[src/spi_pkg.sv]
package spi_pkg;
  localparam int              WORD_W         = 16;
  localparam int              FIFO_DEPTH     = 8;
  localparam int              DIV_W          = 7;
  localparam int              CNT_W          = 8;
  localparam int              CTRL_W         = 8;
  localparam int              PIN_CNT        = 4;
  localparam int              ROLE_BIT       = 2;
  localparam int              PHASE_BIT      = 3;
  localparam int              POLARITY_BIT   = 6;
  localparam int              PIN_SCLK       = 0;
  localparam int              PIN_STE        = 1;
  localparam int              PIN_MOSI       = 2;
  localparam int              PIN_MISO       = 3;
  localparam logic [CNT_W-1:0] MIN_PERIOD    = 8'h04;
  localparam logic [DIV_W-1:0] DIRECT_DIV_MIN = 7'h03;
  localparam logic [4:0]      LAST_BIT       = 5'h0f;
  localparam logic [WORD_W-1:0] WORD_RESET   = 16'h0000;
  localparam logic [2:0]      SYNC_RESET     = 3'h0;

  typedef enum logic [2:0] {
    ST_IDLE  = 3'b000,
    ST_LEAD  = 3'b001,
    ST_ACT   = 3'b010,
    ST_INACT = 3'b011,
    ST_SLAVE = 3'b100
  } spi_state_e;
endpackage

[src/spi_fifo.sv]
`timescale 1ns/1ps
module spi_fifo #(
  parameter int W = 16,
  parameter int D = 8
) (
  input  wire logic         i_mclk,
  input  wire logic         i_reset_n,
  input  wire logic [W-1:0] i_data,
  input  wire logic         i_valid,
  output logic              o_ready,
  output logic [W-1:0]      o_data,
  output logic              o_valid,
  input  wire logic         i_ready
);
  localparam int AW = $clog2(D);

  logic [W-1:0]  mem [D];
  logic [AW-1:0] wr_ptr;
  logic [AW-1:0] rd_ptr;
  logic [AW:0]   count;
  logic [AW-1:0] next_wr_ptr;
  logic [AW-1:0] next_rd_ptr;
  logic [AW:0]   next_count;
  logic          push;
  logic          pop;

  assign o_ready = (count != (AW+1)'(D));
  assign o_valid = (count != '0);
  assign o_data  = mem[rd_ptr];

  always_comb
  begin
    push        = i_valid && o_ready;
    pop         = i_ready && o_valid;
    next_wr_ptr = push ? ((wr_ptr == AW'(D-1)) ? '0 : wr_ptr + 1'b1) : wr_ptr;
    next_rd_ptr = pop ? ((rd_ptr == AW'(D-1)) ? '0 : rd_ptr + 1'b1) : rd_ptr;
    next_count  = count + (AW+1)'(push) - (AW+1)'(pop);
  end

  always_ff @(posedge i_mclk or negedge i_reset_n)
  begin
    if (!i_reset_n)
    begin
      wr_ptr <= '0;
      rd_ptr <= '0;
      count  <= '0;
    end
    else
    begin
      wr_ptr <= next_wr_ptr;
      rd_ptr <= next_rd_ptr;
      count  <= next_count;
    end
  end

  // storage needs no reset; count guards every read
  always_ff @(posedge i_mclk)
  begin
    if (push)
    begin
      mem[wr_ptr] <= i_data;
    end
  end
endmodule // spi_fifo

[src/spi_port.sv]
`timescale 1ns/1ps
module spi_port
  import spi_pkg::*;
(
  input  wire logic              i_mclk,
  input  wire logic              i_reset_n,
  input  wire logic [CTRL_W-1:0] i_operation_control_reg,
  input  wire logic [CTRL_W-1:0] i_configuration_control_reg,
  input  wire logic [DIV_W-1:0]  i_bit_rate_divider,
  input  wire logic [WORD_W-1:0] i_tx_data,
  input  wire logic              i_tx_valid,
  output logic                   o_tx_ready,
  output logic [WORD_W-1:0]      o_rx_data,
  output logic                   o_rx_valid,
  output logic                   o_busy,
  input  wire logic              i_shift_clock_line,
  output logic                   o_shift_clock_line,
  output logic                   o_shift_clock_line_oe,
  input  wire logic              i_slave_enable_line_n,
  output logic                   o_slave_enable_line_n,
  output logic                   o_slave_enable_line_n_oe,
  input  wire logic              i_master_out_line,
  output logic                   o_master_out_line,
  output logic                   o_master_out_line_oe,
  input  wire logic              i_master_in_line,
  output logic                   o_master_in_line,
  output logic                   o_master_in_line_oe
);
  spi_state_e         state;
  spi_state_e         next_state;
  logic [CNT_W-1:0]   cnt;
  logic [CNT_W-1:0]   next_cnt;
  logic [4:0]         bitcnt;
  logic [4:0]         next_bitcnt;
  logic [WORD_W-1:0]  shreg;
  logic [WORD_W-1:0]  next_shreg;
  logic               out_bit;
  logic               next_out_bit;
  logic               sclk_out;
  logic               next_sclk_out;
  logic               ste_out_n;
  logic               next_ste_out_n;
  logic               more;
  logic               next_more;
  logic [WORD_W-1:0]  rx_data;
  logic [WORD_W-1:0]  next_rx_data;
  logic               rx_valid;
  logic               next_rx_valid;
  logic [PIN_CNT-1:0] pin_in;
  logic [PIN_CNT-1:0] pin_f;
  logic               sclk_d;
  logic               ste_d;
  logic               master;
  logic               pha;
  logic               pol;
  logic [CNT_W-1:0]   period;
  logic [CNT_W-1:0]   half_act;
  logic [CNT_W-1:0]   half_inact;
  logic               ev1;
  logic               ev2;
  logic               load;
  logic               sample;
  logic [WORD_W-1:0]  fifo_data;
  logic               fifo_valid;
  logic               fifo_pop;
  logic [WORD_W-1:0]  load_word;

  assign master = i_operation_control_reg[ROLE_BIT];
  assign pha    = i_operation_control_reg[PHASE_BIT];
  assign pol    = i_configuration_control_reg[POLARITY_BIT];
  assign pin_in = {i_master_in_line, i_master_out_line, i_slave_enable_line_n, i_shift_clock_line};

  // three stages; a level is taken only once the last two agree
  genvar g;
  generate
    for (g = 0; g < PIN_CNT; g++)
    begin : g_sync
      logic [2:0] sync;
      logic [2:0] next_sync;
      logic       filt;
      logic       next_filt;
      always_comb
      begin
        next_sync = {sync[1:0], pin_in[g]};
        next_filt = (sync[1] == sync[2]) ? sync[2] : filt;
      end
      always_ff @(posedge i_mclk or negedge i_reset_n)
      begin
        if (!i_reset_n)
        begin
          sync <= SYNC_RESET;
          filt <= 1'b0;
        end
        else
        begin
          sync <= next_sync;
          filt <= next_filt;
        end
      end
      assign pin_f[g] = filt;
    end
  endgenerate

  spi_fifo #(
    .W (WORD_W),
    .D (FIFO_DEPTH)
  ) u_tx_fifo (
    .i_mclk    (i_mclk),
    .i_reset_n (i_reset_n),
    .i_data    (i_tx_data),
    .i_valid   (i_tx_valid),
    .o_ready   (o_tx_ready),
    .o_data    (fifo_data),
    .o_valid   (fifo_valid),
    .i_ready   (fifo_pop)
  );

  always_comb
  begin
    // settings 0..2 clamp to four clocks
    period     = (i_bit_rate_divider >= DIRECT_DIV_MIN) ? {1'b0, i_bit_rate_divider} + 8'h01 : MIN_PERIOD;
    half_act   = period >> 1;
    half_inact = period - half_act;
    next_state     = state;
    next_cnt       = cnt;
    next_bitcnt    = bitcnt;
    next_shreg     = shreg;
    next_out_bit   = out_bit;
    next_sclk_out  = sclk_out;
    next_ste_out_n = ste_out_n;
    next_more      = more;
    next_rx_data   = rx_data;
    next_rx_valid  = 1'b0;
    ev1            = 1'b0;
    ev2            = 1'b0;
    load           = 1'b0;
    fifo_pop       = 1'b0;
    sample         = master ? pin_f[PIN_MISO] : pin_f[PIN_MOSI];
    load_word      = fifo_valid ? fifo_data : WORD_RESET;
    unique case (state)
      ST_IDLE:
      begin
        next_sclk_out  = pol;
        next_ste_out_n = 1'b1;
        next_bitcnt    = '0;
        if (!master)
        begin
          next_state = ST_SLAVE;
        end
        else if (fifo_valid)
        begin
          load           = 1'b1;
          next_ste_out_n = 1'b0;
          next_state     = ST_LEAD;
          next_cnt       = half_inact - 8'h01;
        end
      end
      ST_LEAD, ST_INACT:
      begin
        if (!master)
        begin
          next_state = ST_IDLE;
        end
        else if (cnt != '0)
        begin
          next_cnt = cnt - 8'h01;
        end
        else if (state == ST_LEAD || more)
        begin
          ev1           = 1'b1;
          next_sclk_out = ~pol;
          next_state    = ST_ACT;
          next_cnt      = half_act - 8'h01;
        end
        else
        begin
          // enable released only after the last idle half period
          next_ste_out_n = 1'b1;
          next_state     = ST_IDLE;
        end
      end
      ST_ACT:
      begin
        if (!master)
        begin
          next_state = ST_IDLE;
        end
        else if (cnt != '0)
        begin
          next_cnt = cnt - 8'h01;
        end
        else
        begin
          ev2           = 1'b1;
          next_sclk_out = pol;
          next_state    = ST_INACT;
          next_cnt      = half_inact - 8'h01;
        end
      end
      ST_SLAVE:
      begin
        if (master)
        begin
          next_state = ST_IDLE;
        end
        else if (pin_f[PIN_STE])
        begin
          next_bitcnt = '0;
        end
        else
        begin
          // relies on the far clock being slow enough to filter
          ev1  = (pin_f[PIN_SCLK] != pol) && (sclk_d == pol);
          ev2  = (pin_f[PIN_SCLK] == pol) && (sclk_d != pol);
          load = ste_d;
        end
      end
      default:
      begin
        next_state = ST_IDLE;
      end
    endcase
    if (ev1)
    begin
      if (pha)
      begin
        next_out_bit = shreg[WORD_W-1];
      end
      else
      begin
        next_shreg = {shreg[WORD_W-2:0], sample};
      end
    end
    if (ev2)
    begin
      if (pha)
      begin
        next_shreg = {shreg[WORD_W-2:0], sample};
      end
      else
      begin
        next_out_bit = shreg[WORD_W-1];
      end
      next_bitcnt = bitcnt + 5'h01;
      if (bitcnt == LAST_BIT)
      begin
        next_bitcnt   = '0;
        next_rx_data  = pha ? {shreg[WORD_W-2:0], sample} : shreg;
        next_rx_valid = 1'b1;
        load          = 1'b1;
      end
    end
    if (load)
    begin
      // slave with nothing queued answers zeros
      fifo_pop   = fifo_valid;
      next_shreg = load_word;
      next_more  = fifo_valid;
      if (!pha)
      begin
        next_out_bit = load_word[WORD_W-1];
      end
    end
  end

  always_ff @(posedge i_mclk or negedge i_reset_n)
  begin
    if (!i_reset_n)
    begin
      state     <= ST_IDLE;
      cnt       <= '0;
      bitcnt    <= '0;
      shreg     <= WORD_RESET;
      out_bit   <= 1'b0;
      sclk_out  <= 1'b0;
      ste_out_n <= 1'b1;
      more      <= 1'b0;
      rx_data   <= WORD_RESET;
      rx_valid  <= 1'b0;
      sclk_d    <= 1'b0;
      ste_d     <= 1'b1;
    end
    else
    begin
      state     <= next_state;
      cnt       <= next_cnt;
      bitcnt    <= next_bitcnt;
      shreg     <= next_shreg;
      out_bit   <= next_out_bit;
      sclk_out  <= next_sclk_out;
      ste_out_n <= next_ste_out_n;
      more      <= next_more;
      rx_data   <= next_rx_data;
      rx_valid  <= next_rx_valid;
      sclk_d    <= pin_f[PIN_SCLK];
      ste_d     <= pin_f[PIN_STE];
    end
  end

  assign o_shift_clock_line       = sclk_out;
  assign o_shift_clock_line_oe    = master;
  assign o_slave_enable_line_n    = ste_out_n;
  assign o_slave_enable_line_n_oe = master;
  assign o_master_out_line        = out_bit;
  assign o_master_out_line_oe     = master;
  assign o_master_in_line         = out_bit;
  assign o_master_in_line_oe      = !master && !pin_f[PIN_STE] && (state == ST_SLAVE);
  assign o_rx_data                = rx_data;
  assign o_rx_valid               = rx_valid;
  assign o_busy                   = (state != ST_IDLE) && (state != ST_SLAVE);
endmodule // spi_port

[config.mk]
export PLATFORM = sky130hd
export DESIGN_NAME = spi_port
export DESIGN_NICKNAME = d
export VERILOG_FILES = /design/src/spi_pkg.sv /design/src/spi_fifo.sv /design/src/spi_port.sv
export SDC_FILE = /design/constraint.sdc
export NUM_CORES = 1
export LEC_CHECK = 0
export BUFFER_PORTS_ARGS = -buffer_cell sky130_fd_sc_hd__buf_2
export CAP_MARGIN = 20
export CORE_ASPECT_RATIO = 0.5
export CORE_MARGIN = 4
export CORE_UTILIZATION = 40
export DETAILED_ROUTE_END_ITERATION = 16
export GPL_ROUTABILITY_DRIVEN = 0
export HOLD_SLACK_MARGIN = 0.08
export SLEW_MARGIN = 20
export SYNTH_ARGS = -nofsm -noshare
export SYNTH_HDL_FRONTEND = slang
export SYNTH_SLANG_ARGS = --single-unit
[constraint.sdc]
create_clock -name i_mclk -period 3.1 [get_ports i_mclk]
set_clock_uncertainty 0.1 [all_clocks]
set_input_delay 0.62 -clock i_mclk [delete_from_list [all_inputs] [get_ports i_mclk]]
set_output_delay 0.62 -clock i_mclk [all_outputs]
set_load 0.05 [all_outputs]
# Word-level counts from Yosys, hierarchy flattened
# Memories as Yosys holds them, arrays and structs flattened.
# Index checks and enable logic that the tools add are counted.
op_classes:
  bitwise: 1
  n_eq_ne: 32
  n_mux: 74
  n_reduce_logical: 24
  addsub: 10
  order_cmp: 1
ops:
  columns: ["op", "n"]
  rows:
  - ["2-to-1 mux 16 bit", 7]
  - ["2-to-1 mux 8 bit", 8]
  - ["2-to-1 mux 1 bit", 37]
  - ["2-to-1 mux 3 bit", 9]
  - ["one-hot mux 8 bit (3 select lines)", 1]
  - ["!= test 3 bit, second input constant", 7]
  - ["2-to-1 mux 5 bit", 4]
  - ["!= test 2 bit, second input constant", 9]
  - ["subtractor 8 x 1 -> 8 bit, second input constant", 2]
  - ["one-hot mux 3 bit (4 select lines)", 1]
  - ["AND reduction 6 bit", 2]
  - ["one-hot mux 5 bit (2 select lines)", 1]
  - ["equality test 3 bit, second input constant", 3]
  - ["nonzero test 3 bit", 3]
  - ["adder 7 x 1 -> 8 bit, second input constant", 1]
  - ["one-hot mux 1 bit (2 select lines)", 4]
  - ["AND reduction 4 bit", 2]
  - ["nonzero test 8 bit", 1]
  - ["subtractor 7 x 1 -> 8 bit, second input constant", 1]
  - ["subtractor 8 x 7 -> 8 bit", 1]
  - [">= comparator 7 x 2 -> 1 bit, second input constant", 1]
  - ["logical AND 1 bit", 7]
  - ["adder 3 x 1 -> 3 bit, second input constant", 2]
  - ["equality test 1 bit", 6]
  - ["other kinds (19)", 22]
word_totals:
  wordCells: 166
  mem_count: 1
  input_bits: 46
  ramBits: 128
  output_inout_bits: 27
  regBits: 81
mem_list:
  columns: ["memory", "words", "width", "read_ports", "rd_clocked_by_memory_dff", "write_ports", "line_no", "text"]
  rows:
  - ["u_tx_fifo.mem", 8, 16, 1, 0, 1, "spi_fifo.sv:17", "logic [W-1:0] mem [D];"]

# Logic depth before layout (Yosys ltp)
depth:
  word_depth: 11
  mapped_depth: 16
  depth_no_buf: 15

# Cells and area by module
# Synthesis repeated with hierarchy kept, for this count alone.
unflattened:
  cells_unflattened: 674
  area_unflattened_um2: 9813.2
by_module_without_submodules:
  columns: ["module", "area_per_inst_um2", "cells_each", "instances", "seq_area_each_um2"]
  rows:
  - ["spi_fifo", 5549.1, 242, 1, 4093.9]
  - ["spi_port", 4264.1, 432, 1, 1779.2]

# Worst setup path after synthesis
# OpenSTA, ideal clock, no wires.
synth_timing:
  path_type: "reg-to-reg"
  startpoint: "register u_tx_fifo.count[2]"
  endpoint: "memory u_tx_fifo.mem[0][0] (enable)"
  path_slack_ns: -0.212
  synth_period_minus_slack_ns: 3.312
  n_path_buf: 0
  required_ns: 2.570
  arrival_time_ns: 2.782
  setup_ns: 0.430
  path_stages_with_launch: 6
  cell_sequence: "dfrtp_1 -> inv_1 -> ha_1 -> nand3_1 -> nand2_1 -> nor4_1"
synth_via:
  elab_chain_cells: 4
synth_rtl:
  columns: ["element", "line_no", "text"]
  rows:
  - ["from (decl)", "spi_fifo.sv:20", "logic [AW:0] count;"]
  - ["from (signal assigned)", "spi_fifo.sv:52", "count <= next_count;"]
  - ["!= test 4 bit", "spi_fifo.sv:27", "assign o_ready = (count != (AW+1)'(D));"]
  - ["named net o_tx_ready", "spi_port.sv:12", "output logic o_tx_ready,"]
  - ["logical AND 1 bit", "spi_fifo.sv:33", "push = i_valid && o_ready;"]
  - ["2-to-1 mux 1 bit", "spi_fifo.sv:59", "if (push)"]
  - ["2-to-1 mux 1 bit (not written as such)", "spi_fifo.sv:61", "mem[wr_ptr] <= i_data;"]
  - ["to (decl)", "spi_fifo.sv:17", null]
# The timed path passes the listed nets, and every way through them passes these cells.

# Final worst setup path
layout_timing:
  startpoint: "register cnt[1]"
  endpoint: "register u_tx_fifo.count[1]"
layout_via:
  elab_chain_cells: 8
layout_rtl:
  columns: ["element", "line_no", "text"]
  rows:
  - ["from (decl)", "spi_port.sv:31", "logic [CNT_W-1:0] cnt;"]
  - ["from (signal assigned)", "spi_port.sv:286", "cnt <= next_cnt;"]
  - ["nonzero test 8 bit", "spi_port.sv:188", "else if (cnt != '0)"]
  - ["2-to-1 mux 1 bit", "spi_port.sv:188", null]
  - ["2-to-1 mux 1 bit", "spi_port.sv:184", "if (!master)"]
  - ["one-hot mux 1 bit (2 select lines)", "spi_port.sv:140", "unique case (state)"]
  - ["2-to-1 mux 1 bit", "spi_port.sv:234", "if (ev2)"]
  - ["2-to-1 mux 1 bit", "spi_port.sv:253", "if (load)"]
  - ["logical AND 1 bit", "spi_fifo.sv:34", "pop = i_ready && o_valid;"]
  - ["named net u_tx_fifo.pop", "spi_fifo.sv:25", "logic pop;"]
  - ["subtractor 4 x 1 -> 4 bit", "spi_fifo.sv:37", "next_count = count + (AW+1)'(push) - (AW+1)'(pop);"]
  - ["named net u_tx_fifo.next_count[1]", "spi_fifo.sv:23", "logic [AW:0] next_count;"]
# The timed path passes the listed nets, and every way through them passes these cells.
# A chain may end at the register's enable or synchronous reset.

==> impl_metrics.sql <==
INSERT INTO impl_metrics (metric_group, metric, value, unit) VALUES
('cells_and_area', 'nFillCells', '2029', ''),
('clocking', 'clock_slew_seen_by_the_registers_of_the_worst_setup_and_hold_paths', '0.06', 'ns'),
('routing', 'avgRoutedWirePerCell', '17.4', 'µm'),
('sta', 'final-hold-violation-count', '0', ''),
('critical_path', 'path_class', 'register to register', ''),
('clocking', 'tritoncts_clock_tree', 'built', ''),
('sta', 'finalHoldWorstSlack', '0.149', 'ns'),
('sta', 'maxSlewHeadroom', '53.1', '%'),
('clocking', 'h-tree-depth', '1', ''),
('floorplanning', 'design.portCount', '73', ''),
('routing', 'post-route-drc-count', '0', ''),
('power_and_ir_drop', 'cellLeakagePower', '4.56', 'nW'),
('routing', 'drt-vias-per-instance', '5.24', ''),
('floorplanning', 'fp.dieArea', '26800', 'µm²'),
('critical_path', 'cp.arrival', '3.23', 'ns'),
('power_and_ir_drop', 'power.density', '801', 'nW/µm²'),
('placed_design', 'dp_worst_setup_slack', '-0.246', 'ns'),
('global_routing', 'grt_pass1_wl', '31800', 'µm'),
('sta', 'final.min_clock_period', '2.96', 'ns'),
('sta', 'drv_slew', '0', ''),
('clocking', 'clock-sinks', '209', ''),
('routing', 'postRouteWirelength', '19400', 'µm'),
('clocking', 'cts.path.max_buffers', '3', ''),
('global_routing', 'leftover_overflow_at_the_end_of_global_routing', '0', ''),
('critical_path', 'cp_cell_sequence', 'inv_2 > ha_2 > or4b_4 > nor2_4 > a32o_2 > nand2_4 > inv_4 > o21ai_2 > inv_1 > ha_1 > inv_1 > ha_2 > inv_1 > fa_2 > inv_1', ''),
('clocking', 'cts_inserted_buffers', '20', ''),
('sta', 'transition_time_at_the_pin_with_the_least_slew_margin', '0.693', 'ns'),
('cells_and_area', 'design.final.nets', '868', ''),
('routing', 'drt-initial-drc-count', '426', ''),
('power_and_ir_drop', 'vdd.ir_drop.worst', '0.324', 'mV'),
('synth', 'post-synth-top-area-fraction', '39.8', '%'),
('synth', 'share_of_the_yosys_chip_area_belonging_to_registers', '60.9', '%'),
('cells_and_area', 'num_antenna_cells', '0', ''),
('synth', 'mapped_avg_cell_area', '14.0', 'µm²'),
('critical_path', 'path_delay_family', 'adder cells', ''),
('synth', 'yosysWarnings', '0', ''),
('critical_path', 'worst-r2r-setup-slack', '0.14', 'ns'),
('sta', 'achievable-frequency', '0.338', 'GHz'),
('floorplanning', 'initial_utilization', '41.5', '%'),
('clocking', 'clock_latency_at_the_later_pin_of_the_worst_skew_pair', '0.49', 'ns'),
('flow_run', 'cap_violations', '0', ''),
('floorplanning', 'core_area', '23300', 'µm²'),
('synth', 'yosys.cell_count.top_type', 'edfxtp_1', ''),
('critical_path', 'cp_data_required_time', '3.38', 'ns'),
('sta', 'fin_crit_share', '95.3', '%'),
('critical_path', 'critical-path-slowest-cell', 'fa_2', ''),
('synth', 'synth.net_count', '765', ''),
('synth', 'synth_async_sr_flop_share', '38.8', '%'),
('synth', 'unique_cell_type_count_in_the_yosys_netlist', '70', ''),
('synth', 'synth.cells.most_frequent', '128 x edfxtp_1, 79 x dfrtp_1, 46 x o21ai_0', ''),
('placed_design', 'post-dp-hpwl', '13000', 'µm'),
('critical_path', 'timing.critical_path.fanout_max', '4', ''),
('cells_and_area', 'area.sequential', '5870', 'µm²'),
('routing', 'drtPass1Iterations', '5', ''),
('placed_design', 'io_port_bufs', '59', ''),
('synth', 'synthesis.area', '9650', 'µm²'),
('floorplanning', 'core.rowCount', '39', ''),
('global_routing', 'grt_start_max_net_pins', '45', ''),
('critical_path', 'setup.worst_path.start_class', 'register', ''),
('run_status', 'status', 'finished, final reports clean', ''),
('routing', 'ant_nets', '0', ''),
('sta', 'setup-tns-final', '0', 'ns'),
('routing', 'routed-via-count', '5825', ''),
('synth', 'yosys_register_bits', '209', ''),
('global_routing', 'grt_util_all_layers', '14.7', '%'),
('synth', 'top_area_cells_in_the_synthesized_netlist', 'edfxtp_1 40%, dfrtp_1 20%, mux4_2 7.5%, ha_1 3.8%, mux2i_1 3.6%', ''),
('sta', 'setup_ws', '0.144', 'ns'),
('synth', 'synth_area_leader_cell', 'edfxtp_1', ''),
('global_routing', 'grt_pass1_vias', '5952', ''),
('synth', 'synthCells', '689', ''),
('global_routing', 'antenna_found_initial', '0', '');
==> layer usage <==
| layer | wire, µm | part of all wire [%] | up-vias | GRT usage (%) |
|---|---|---|---|---|
| met3 | 763 | 3.9 | 31 | 2.19 |
| li1 | - | - | 2812 | - |
| met5 | 0 | 0 | - | 0 |
| met2 | 9280 | 48 | 124 | 24.4 |
| met1 | 8980 | 46 | 2858 | 20.5 |
| met4 | 364 | 1.9 | 0 | 3.70 |
==> power breakdown <==
group          total, mW  leakage, nW  switching (mW)  internal (mW)
logic               2.88         2.08            1.51           1.37
registers           3.87         2.17           0.374           3.49
clock network       2.27        0.306           0.987           1.29
==> path summary, 6_finish.rpt <==
kind	startpoint	to	cells past startpoint
worst max-delay path	cnt[1]	u_tx_fifo.count[1]	15
worst min-delay path	i_master_in_line	g_sync[3].sync[0]	1
worst max register to register	cnt[1]	u_tx_fifo.count[1]	15
worst min register to register	g_sync[1].sync[0]	g_sync[1].sync[1]	0
max in group asynchronous	i_reset_n	u_tx_fifo.rd_ptr[0]	3
min in group asynchronous	i_reset_n	u_tx_fifo.wr_ptr[2]	2
==> cell families after synthesis <==
| logic type | Yosys count | share of synthesized area (%) |
|---|---|---|
| adders and majority gates | 34 | 4.38 |
| buffers and inverters | 60 | 2.87 |
| DFF | 209 | 60.9 |
| and+or+nand+nor | 150 | 7.84 |
| muxes | 91 | 14.1 |
| xor gates and xnor gates | 17 | 1.70 |
| AOI/OAI and AO/OA | 128 | 8.22 |
==> final cells by class <==
class / count / area share (%)
Clock inverter: 8 / 0.456
Multi-Input combinational cell: 420 / 31.5
Tap cell: 307 / 3.41
Timing Repair Buffer: 112 / 6.42
Clock buffer: 27 / 5.03
Sequential cell: 209 / 52.2
Inverter: 29 / 0.989
==> registers in the layout (all words and copies together), names as in the netlist <==
signal,cells
o_shift_clock_line,1
state,3
more,1
bitcnt,5
u_tx_fifo.count,4
o_rx_data,16
o_rx_valid,1
o_master_in_line,1
cnt,8
u_tx_fifo.wr_ptr,3
shreg,16
g_sync.filt,4
u_tx_fifo.rd_ptr,3
ste_d,1
g_sync.sync,12
u_tx_fifo.mem,128
sclk_d,1
o_slave_enable_line_n,1
==> cell usage in the layout, fill, tap and decap left out, drive strengths merged, types with 8 or more instances in the layout <==
cell and n:
a21o 8, nand2b 9, a21oi 27, clkbuf 27, o21ai 58, mux4 32
clkinv 8, dfrtp 79, nand2 41, mux2i 36, inv 29, ha 29
nand3 27, mux2 23, buf 111, nor2 33, xnor2 10, nor3 10
edfxtp 128
==> through the flow <==
stage / instances / cell area, µm² / power (mW) / util, %
finish: 1112 / 11300 / 9.02 / 48.4
global route: 1112 / 11300 / 9.63 / 48.4
CTS: 1110 / 11200 / 9.13 / 48.3
detailed placement: 1074 / 10600 / 6.81 / 45.6
global placement: 1074 / 10600 / 6.75 / 45.6
floorplan: 689 / 9660 / 5.93 / -
==> what timing repair did <==
item | 4_1_cts | 5_1_grt
endpoints found under the setup margin | 0 | 3
hold buffers | 1 | 0
resized for setup | 0 | 7
endpoints found under the hold margin | 35 | 0
setup buffers | 0 | 2
Note: power is estimated with default switching activity, not from simulation.
